==> src/shared/rmc_pkg.sv <==
// Purpose: shared constants and types for the reader mode control registers
// Assumes: AXI4-Lite, 32-bit data, one aligned word per register
// Notes: byte address is four times the register index

`default_nettype none

package rmc_pkg;

	localparam int ADDR_W = 8;

	// register indices and byte addresses
	localparam logic [ADDR_W-1:0] OPCTRL_IDX = 8'h02;
	localparam logic [ADDR_W-1:0] MODE_IDX = 8'h03;
	localparam logic [ADDR_W-1:0] RATE_IDX = 8'h04;
	localparam logic [ADDR_W-1:0] OPCTRL_ADDR = 8'(OPCTRL_IDX << 2);
	localparam logic [ADDR_W-1:0] MODE_ADDR = 8'(MODE_IDX << 2);
	localparam logic [ADDR_W-1:0] RATE_ADDR = 8'(RATE_IDX << 2);

	// operation control fields
	localparam int OC_EN_BIT = 7;
	localparam int OC_RX_EN_BIT = 6;
	localparam int OC_RX_ONE_CH_BIT = 5;
	localparam int OC_RX_MANUAL_BIT = 4;
	localparam int OC_TX_EN_BIT = 3;
	localparam int OC_WAKEUP_BIT = 2;
	localparam logic [7:0] OC_WRITE_MASK = 8'hFC;

	// mode definition fields
	localparam int MD_TARGET_BIT = 7;
	localparam int MD_OM_LSB = 3;
	localparam int MD_AUTO_RCA_BIT = 0;
	localparam logic [7:0] MD_WRITE_MASK = 8'hF9;

	// bit rate fields
	localparam int BR_TX_LSB = 4;
	localparam int BR_RX_LSB = 0;

	// reset values
	localparam logic [7:0] OC_RESET = 8'h00;
	localparam logic [7:0] MD_RESET = 8'h08;
	localparam logic [7:0] BR_RESET = 8'h00;

	// operating mode codes
	localparam logic [3:0] OM_ACTIVE_P2P = 4'h0;
	localparam logic [3:0] OM_TYPE_A = 4'h1;
	localparam logic [3:0] OM_TYPE_B = 4'h2;
	localparam logic [3:0] OM_TYPE_F = 4'h3;
	localparam logic [3:0] OM_TYPE_1_TAG = 4'h4;
	localparam logic [3:0] OM_SUBC_STREAM = 4'hE;
	localparam logic [3:0] OM_BPSK_STREAM = 4'hF;
	localparam logic [3:0] OM_TGT_RATE_DETECT = 4'h0;
	localparam logic [3:0] OM_TGT_NORMAL = 4'h1;

	// rate codes: fc/128, fc/64, fc/32, fc/16
	localparam logic [3:0] RATE_MAX_CODE = 4'h3;

	// AXI responses
	localparam logic [1:0] RESP_OKAY = 2'h0;
	localparam logic [1:0] RESP_SLVERR = 2'h2;

	typedef struct packed {
		logic [ADDR_W-1:0] addr;
		logic [31:0] data;
		logic [3:0] strb;
	} rmc_wr_t;

	typedef struct packed {
		logic am_en;
		logic pm_en;
		logic auto_sel;
		logic pick;
	} rmc_chan_t;

	function automatic logic rmc_addr_ok(input logic [ADDR_W-1:0] a);
		return (a == OPCTRL_ADDR) || (a == MODE_ADDR) || (a == RATE_ADDR);
	endfunction : rmc_addr_ok

endpackage : rmc_pkg

`default_nettype wire

==> src/core/rmc_axil_slave.sv <==
// Purpose: AXI4-Lite slave front end for the mode control registers
// Assumes: one write and one read under way at a time
// Notes: write issues in the same cycle that both halves are held, one cycle after they are taken

`timescale 1ns/1ps
`default_nettype none

module rmc_axil_slave (
	input wire logic sys_clk,
	input wire logic rst_n,
	input wire logic [rmc_pkg::ADDR_W-1:0] awaddr,
	input wire logic awvalid,
	output logic awready,
	input wire logic [31:0] wdata,
	input wire logic [3:0] wstrb,
	input wire logic wvalid,
	output logic wready,
	output logic [1:0] bresp,
	output logic bvalid,
	input wire logic bready,
	input wire logic [rmc_pkg::ADDR_W-1:0] araddr,
	input wire logic arvalid,
	output logic arready,
	output logic [31:0] rdata,
	output logic [1:0] rresp,
	output logic rvalid,
	input wire logic rready,
	output logic wr_en,
	output rmc_pkg::rmc_wr_t wr_req,
	output logic [rmc_pkg::ADDR_W-1:0] rd_addr,
	input wire logic [31:0] rd_data
);

	logic aw_full_q, w_full_q, aw_full_d, w_full_d, bvalid_d;
	logic aw_take, w_take, ar_take, do_wr;

	assign aw_take = awvalid && awready;
	assign w_take = wvalid && wready;
	assign ar_take = arvalid && arready;
	assign do_wr = aw_full_q && w_full_q && !bvalid;
	assign aw_full_d = do_wr ? 1'b0 : (aw_full_q || aw_take);
	assign w_full_d = do_wr ? 1'b0 : (w_full_q || w_take);
	assign bvalid_d = do_wr || (bvalid && !bready);
	assign wr_en = do_wr;
	assign rd_addr = araddr;

	////////////////////////////////////////////////////////////////////////
	// write channels: address and data taken in either order
	always_ff @(posedge sys_clk or negedge rst_n) begin
		if (!rst_n) begin
			aw_full_q <= 1'b0;
			w_full_q <= 1'b0;
			awready <= 1'b0;
			wready <= 1'b0;
			bvalid <= 1'b0;
			bresp <= rmc_pkg::RESP_OKAY;
		end else begin
			aw_full_q <= aw_full_d;
			w_full_q <= w_full_d;
			// ready drops while a half waits, so nothing is overwritten
			awready <= !aw_full_d && !bvalid_d;
			wready <= !w_full_d && !bvalid_d;
			bvalid <= bvalid_d;
			if (do_wr) begin
				bresp <= rmc_pkg::rmc_addr_ok(wr_req.addr) ?
					rmc_pkg::RESP_OKAY : rmc_pkg::RESP_SLVERR;
			end
		end
	end

	always_ff @(posedge sys_clk or negedge rst_n) begin
		if (!rst_n) begin
			wr_req <= '0;
		end else begin
			if (aw_take) begin
				wr_req.addr <= awaddr;
			end
			if (w_take) begin
				wr_req.data <= wdata;
				wr_req.strb <= wstrb;
			end
		end
	end

	////////////////////////////////////////////////////////////////////////
	// read channel: data sampled on the address edge
	always_ff @(posedge sys_clk or negedge rst_n) begin
		if (!rst_n) begin
			arready <= 1'b0;
			rvalid <= 1'b0;
			rdata <= 32'h0000_0000;
			rresp <= rmc_pkg::RESP_OKAY;
		end else begin
			if (ar_take) begin
				rvalid <= 1'b1;
				rdata <= rd_data;
				rresp <= rmc_pkg::rmc_addr_ok(araddr) ?
					rmc_pkg::RESP_OKAY : rmc_pkg::RESP_SLVERR;
				arready <= 1'b0;
			end else if (rvalid && rready) begin
				rvalid <= 1'b0;
				arready <= 1'b1;
			end else begin
				arready <= !rvalid;
			end
		end
	end

endmodule : rmc_axil_slave

`default_nettype wire

==> src/core/rmc_regs.sv <==
// Purpose: operation control, mode and bit rate registers of the front end
// Assumes: rst_n is the power-up reset; command inputs are one-cycle pulses
// Notes: hardware setting of the transmit enable wins over any clear

`timescale 1ns/1ps
`default_nettype none

module rmc_regs (
	input wire logic sys_clk,
	input wire logic rst_n,
	input wire logic [rmc_pkg::ADDR_W-1:0] awaddr,
	input wire logic awvalid,
	output logic awready,
	input wire logic [31:0] wdata,
	input wire logic [3:0] wstrb,
	input wire logic wvalid,
	output logic wready,
	output logic [1:0] bresp,
	output logic bvalid,
	input wire logic bready,
	input wire logic [rmc_pkg::ADDR_W-1:0] araddr,
	input wire logic arvalid,
	output logic arready,
	output logic [31:0] rdata,
	output logic [1:0] rresp,
	output logic rvalid,
	input wire logic rready,
	input wire logic cmd_field_on,
	input wire logic cmd_set_default,
	input wire logic cmd_normal_p2p,
	input wire logic [3:0] detected_rate,
	input wire logic tx_finished,
	input wire logic ext_field_off,
	input wire logic channel_choice,
	output logic osc_reg_enable,
	output logic rx_enable,
	output logic tx_enable,
	output logic wakeup_enable,
	output rmc_pkg::rmc_chan_t rx_channel,
	output logic target_role,
	output logic [3:0] operating_mode_code,
	output logic [3:0] transmit_rate_code,
	output logic [3:0] receive_rate_code,
	output logic auto_response_collision_avoid,
	output logic rca_start
);

	logic [7:0] opctrl_q, mode_q, rate_q;
	logic wr_en;
	rmc_pkg::rmc_wr_t wr_req;
	logic [rmc_pkg::ADDR_W-1:0] rd_addr;
	logic [31:0] rd_data;
	logic wr_lane0;
	logic wr_opctrl, wr_mode, wr_rate;
	logic mode_ok, rates_ok, ops_ok, active_p2p, split_rates;
	logic [3:0] om_code, tx_code, rx_code, rx_code_eff;

	////////////////////////////////////////////////////////////////////////
	// decode helpers

	function automatic logic mode_legal(input logic tgt, input logic [3:0] om);
		if (tgt) begin
			return (om == rmc_pkg::OM_TGT_RATE_DETECT) ||
				(om == rmc_pkg::OM_TGT_NORMAL);
		end
		return (om == rmc_pkg::OM_ACTIVE_P2P) || (om == rmc_pkg::OM_TYPE_A) ||
			(om == rmc_pkg::OM_TYPE_B) || (om == rmc_pkg::OM_TYPE_F) ||
			(om == rmc_pkg::OM_TYPE_1_TAG) ||
			(om == rmc_pkg::OM_SUBC_STREAM) ||
			(om == rmc_pkg::OM_BPSK_STREAM);
	endfunction : mode_legal

	function automatic logic rate_legal(input logic [3:0] code);
		return code <= rmc_pkg::RATE_MAX_CODE;
	endfunction : rate_legal

	////////////////////////////////////////////////////////////////////////
	// bus front end

	rmc_axil_slave u_bus (
		.sys_clk(sys_clk),
		.rst_n(rst_n),
		.awaddr(awaddr),
		.awvalid(awvalid),
		.awready(awready),
		.wdata(wdata),
		.wstrb(wstrb),
		.wvalid(wvalid),
		.wready(wready),
		.bresp(bresp),
		.bvalid(bvalid),
		.bready(bready),
		.araddr(araddr),
		.arvalid(arvalid),
		.arready(arready),
		.rdata(rdata),
		.rresp(rresp),
		.rvalid(rvalid),
		.rready(rready),
		.wr_en(wr_en),
		.wr_req(wr_req),
		.rd_addr(rd_addr),
		.rd_data(rd_data)
	);

	// registers are one byte wide; a write without lane 0 changes nothing
	assign wr_lane0 = wr_en && wr_req.strb[0];
	assign wr_opctrl = wr_lane0 && (wr_req.addr == rmc_pkg::OPCTRL_ADDR);
	assign wr_mode = wr_lane0 && (wr_req.addr == rmc_pkg::MODE_ADDR);
	assign wr_rate = wr_lane0 && (wr_req.addr == rmc_pkg::RATE_ADDR);

	always_comb begin
		rd_data = 32'h0000_0000;
		if (rd_addr == rmc_pkg::OPCTRL_ADDR) begin
			rd_data[7:0] = opctrl_q;
		end else if (rd_addr == rmc_pkg::MODE_ADDR) begin
			rd_data[7:0] = mode_q;
		end else if (rd_addr == rmc_pkg::RATE_ADDR) begin
			rd_data[7:0] = rate_q;
		end
	end

	////////////////////////////////////////////////////////////////////////
	// field views

	assign om_code = mode_q[rmc_pkg::MD_OM_LSB +: 4];
	assign tx_code = rate_q[rmc_pkg::BR_TX_LSB +: 4];
	assign rx_code = rate_q[rmc_pkg::BR_RX_LSB +: 4];
	assign mode_ok = mode_legal(mode_q[rmc_pkg::MD_TARGET_BIT], om_code);
	// peer modes of either role clear transmit after each frame
	assign active_p2p = mode_q[rmc_pkg::MD_TARGET_BIT] ? mode_ok :
		(om_code == rmc_pkg::OM_ACTIVE_P2P);
	// only the Type A and Type B reader modes run asymmetric rates
	assign split_rates = !mode_q[rmc_pkg::MD_TARGET_BIT] &&
		((om_code == rmc_pkg::OM_TYPE_A) || (om_code == rmc_pkg::OM_TYPE_B));
	assign rx_code_eff = split_rates ? rx_code : tx_code;
	assign rates_ok = rate_legal(tx_code) && rate_legal(rx_code_eff);
	assign ops_ok = mode_ok && rates_ok;

	////////////////////////////////////////////////////////////////////////
	// operation control register

	always_ff @(posedge sys_clk or negedge rst_n) begin
		if (!rst_n) begin
			opctrl_q <= rmc_pkg::OC_RESET;
		end else begin
			// set default leaves this register alone
			if (wr_opctrl) begin
				opctrl_q <= wr_req.data[7:0] & rmc_pkg::OC_WRITE_MASK;
			end else if (tx_finished && active_p2p) begin
				opctrl_q[rmc_pkg::OC_TX_EN_BIT] <= 1'b0;
			end
			// the field-on set must win over a clear in the same cycle
			if (cmd_field_on) begin
				opctrl_q[rmc_pkg::OC_TX_EN_BIT] <= 1'b1;
			end
		end
	end

	////////////////////////////////////////////////////////////////////////
	// mode definition register

	always_ff @(posedge sys_clk or negedge rst_n) begin
		if (!rst_n) begin
			mode_q <= rmc_pkg::MD_RESET;
		end else if (cmd_set_default) begin
			mode_q <= rmc_pkg::MD_RESET;
		end else if (wr_mode) begin
			mode_q <= wr_req.data[7:0] & rmc_pkg::MD_WRITE_MASK;
		end
	end

	////////////////////////////////////////////////////////////////////////
	// bit rate register

	always_ff @(posedge sys_clk or negedge rst_n) begin
		if (!rst_n) begin
			rate_q <= rmc_pkg::BR_RESET;
		end else if (cmd_set_default) begin
			rate_q <= rmc_pkg::BR_RESET;
		end else if (cmd_normal_p2p) begin
			rate_q <= {detected_rate, detected_rate};
		end else if (wr_rate) begin
			rate_q <= wr_req.data[7:0];
		end
	end

	////////////////////////////////////////////////////////////////////////
	// registered controls to the front end

	always_ff @(posedge sys_clk or negedge rst_n) begin
		if (!rst_n) begin
			osc_reg_enable <= 1'b0;
			rx_enable <= 1'b0;
			tx_enable <= 1'b0;
			wakeup_enable <= 1'b0;
		end else begin
			osc_reg_enable <= opctrl_q[rmc_pkg::OC_EN_BIT];
			rx_enable <= opctrl_q[rmc_pkg::OC_RX_EN_BIT] && ops_ok;
			tx_enable <= opctrl_q[rmc_pkg::OC_TX_EN_BIT] && ops_ok;
			wakeup_enable <= opctrl_q[rmc_pkg::OC_WAKEUP_BIT];
		end
	end

	always_ff @(posedge sys_clk or negedge rst_n) begin
		if (!rst_n) begin
			rx_channel <= '0;
		end else if (opctrl_q[rmc_pkg::OC_RX_ONE_CH_BIT]) begin
			// one channel: the choice bit names it, low is AM
			rx_channel.am_en <= !channel_choice;
			rx_channel.pm_en <= channel_choice;
			rx_channel.auto_sel <= 1'b0;
			rx_channel.pick <= channel_choice;
		end else begin
			rx_channel.am_en <= 1'b1;
			rx_channel.pm_en <= 1'b1;
			rx_channel.auto_sel <= !opctrl_q[rmc_pkg::OC_RX_MANUAL_BIT];
			rx_channel.pick <= channel_choice;
		end
	end

	always_ff @(posedge sys_clk or negedge rst_n) begin
		if (!rst_n) begin
			target_role <= 1'b0;
			operating_mode_code <= rmc_pkg::MD_RESET[rmc_pkg::MD_OM_LSB +: 4];
			transmit_rate_code <= 4'h0;
			receive_rate_code <= 4'h0;
			auto_response_collision_avoid <= 1'b0;
			rca_start <= 1'b0;
		end else begin
			target_role <= mode_q[rmc_pkg::MD_TARGET_BIT];
			operating_mode_code <= om_code;
			transmit_rate_code <= tx_code;
			receive_rate_code <= rx_code_eff;
			auto_response_collision_avoid <= mode_q[rmc_pkg::MD_AUTO_RCA_BIT];
			// one pulse per detected field drop
			rca_start <= ext_field_off &&
				mode_q[rmc_pkg::MD_AUTO_RCA_BIT];
		end
	end

endmodule : rmc_regs

`default_nettype wire

==> config.mk <==
export PLATFORM = sky130hd
export DESIGN_NAME = rmc_regs
export DESIGN_NICKNAME = d
export VERILOG_FILES = /design/src/shared/rmc_pkg.sv /design/src/core/rmc_axil_slave.sv /design/src/core/rmc_regs.sv
export SDC_FILE = /design/constraint.sdc
export NUM_CORES = 1
export LEC_CHECK = 0
export BUFFER_PORTS_ARGS = -buffer_cell sky130_fd_sc_hd__clkbuf_2
export CAP_MARGIN = 20
export CORE_ASPECT_RATIO = 0.6
export CORE_MARGIN = 3
export CORE_UTILIZATION = 40
export CTS_CLUSTER_SIZE = 30
export DETAILED_ROUTE_END_ITERATION = 16
export GPL_ROUTABILITY_DRIVEN = 0
export PLACE_DENSITY = 0.67
export SKIP_LAST_GASP = 1
export SLEW_MARGIN = 20
export SYNTH_ARGS = -nofsm -noshare
export SYNTH_HDL_FRONTEND = slang
export SYNTH_HIERARCHICAL = 1
export SYNTH_SLANG_ARGS = --single-unit
==> constraint.sdc <==
create_clock -name sys_clk -period 3 [get_ports sys_clk]
set_clock_uncertainty 0.2 [all_clocks]
set_input_delay 0.6 -clock sys_clk [delete_from_list [all_inputs] [get_ports sys_clk]]
set_output_delay 0.6 -clock sys_clk [all_outputs]
set_load 0.03 [all_outputs]
==> run_results.csv <==
group,metric,value,unit
synth,syn_inst,321,
setup_path,cp-start-kind,"flop",
min_path,hp-class,"in2async",
cts,htreeDepth,3,
power,power.density,791,nW/µm²
cts,postCtsSetupRepairBufs,0,
floorplanning,rows,28,
placed_design,place_area,4980,µm²
cts,cts_hold_buffers,0,
placed_design,dp_hpwl,6950,µm
timing,slew_violations,0,
timing,rsz0062_at_grt,"no",
floorplanning,core_area,10200,µm²
drt,drt_pre_antenna_iters,4,
timing,worst-slew-pin-transition,0.815,ns
layout,area_growth,22.7,%
setup_path,regToRegSetupSlack,0.76,ns
layout,drive_gt1_share,43.9,%
power,p_leak,2.57,nW
cts,cts.path.max_buffers,2,
drt,antenna_left,0,
power,peakVddDrop,424,µV
timing,hold_ws,0.0142,ns
floorplanning,die_x,141,µm
global_routing,antenna_found_initial,0,
layout,stdcell_count,577,
setup_path,critPathKind,"reg2reg",
floorplanning,die_area,12200,µm²
cts,cts_tree,"yes",
layout,finalInstanceArea,5330,µm²
placed_design,io_buffers,103,
timing,tns,0,ns
setup_path,r2r-end,"opctrl_q[7]",
layout,final_common_cell,"clkbuf_2",
timing,layout_min_cycle_time,2.24,ns
timing,slew_headroom,45.5,%
global_routing,grt_max_degree,48,
synth,ys_warn_count,6,
drt,drtIter0Drc,149,
layout,n_fill_cell,890,
drt,route.detailed.wl_per_inst,16.0,µm
cts,cts.sinks,101,
cts,clk_latency,0.34,ns
cts,post_cts_resized,0,
setup_path,cp-endpoint,"opctrl_q[7]",
global_routing,grt_use_total,16.1,%
floorplanning,die_y,86.7,µm
job,maxCapViolCount,0,
global_routing,grt_pass1_wl,15100,µm
synth,syn_avg_cell_area,13.5,µm²
cts,root_buffer,"clkbuf_16",
setup_path,required,3.02,ns
global_routing,grt_overflow,0,
setup_path,cp-end-kind,"flop",
setup_path,r2r.worst_path.cells,3,
drt,post_drt_via_cell_ratio,4.94,
timing,fmax,446,MHz
timing,timing.final.crit_share,74.8,%
layout,layout_common_cells,"102 x clkbuf_2, 99 x dfrtp_1, 55 x mux2_2",
timing,finalHoldViolations,0,
cts,numCtsBuffers,9,
setup_path,cp_data_arrival_time,2.27,ns
global_routing,grt_pass1_vias,2833,
cts,cts.clk_slew.worst_paths,0.06,ns
drt,drc_errors,0,
timing,finalSetupViolCount,0,
setup_path,crit_start,"u_bus/wr_req[36]",
setup_path,r2r-start,"u_bus/wr_req[36]",
drt,drt-total-wl,9210,µm
floorplanning,start_util,42.5,%
layout,diodes,0,
synth,synth_area,4350,µm²
status,outcome,"completed",
floorplanning,pin_count,133,
setup_path,cp_max_fo,9,
layout,nets,506,
placed_design,dp.cells,561,
drt,vias,2849,
-- through the flow --
stage                     utilization [%]  total power [W]  setup WS (ns)
after CTS                            52.1          0.00427          0.761
final                                52.1          0.00422          0.757
after global routing                 52.1          0.00446          0.574
after detailed placement             48.7          0.00293          0.487
after global placement               48.7          0.00290          0.501
after floorplan                         -          0.00262          0.594
-- report_power, final --
part	internal, W	switching (W)
registers	0.00163	0.000262
clock network	0.000841	0.000485
logic	0.000435	0.000572
total	0.00290	0.00132
-- final cells by class --
type / count / area (µm²) / area share, %
flip-flops and latches: 101 / 2530 / 47.4
multi-input cells: 212 / 1700 / 31.9
repair buffers: 107 / 561 / 10.5
clock buffers: 11 / 243 / 4.55
well taps: 135 / 169 / 3.17
clock inverters: 5 / 108 / 2.02
inverters: 6 / 22.5 / 0.422
-- routing by layer --
metal | GRT usage (%) | vias to the layer above | part of all wire (%)
li1 | - | 1348 | -
met1 | 23.8 | 1402 | 50
met2 | 23.0 | 90 | 42
met3 | 5.18 | 9 | 7.5
met4 | 3.87 | 0 | 0.81
met5 | 0 | - | 0
-- critical path: stages (launching register included) --
cell     delay [ns]
dfrtp_1        0.42
or4_4          0.63
nor4b_4        0.49
mux2_2         0.39
-- worst min-delay path by stage --
stage          cells past startpoint                            end         from
6_report                           1          transmit_rate_code[1]        rst_n
5_1_grt                            1                      rate_q[4]        rst_n
4_1_cts                            1          transmit_rate_code[1]        rst_n
3_5_place_dp                       0                 osc_reg_enable  opctrl_q[7]
3_3_place_gp                       0         operating_mode_code[0]    mode_q[3]
2_1_floorplan                      0  auto_response_collision_avoid        rst_n
-- flip-flops by register name, indices dropped and copies added, names as in the netlist, 4 cells and up --
| register | flops |
|---|---|
| rate_q | 8 |
| operating_mode_code | 4 |
| mode_q | 6 |
| u_bus/wr_req | 17 |
| opctrl_q | 6 |
| u_bus/rdata | 32 |
| receive_rate_code | 4 |
| rx_channel | 4 |
| transmit_rate_code | 4 |
No activity file was read; power rests on OpenSTA's default activity.
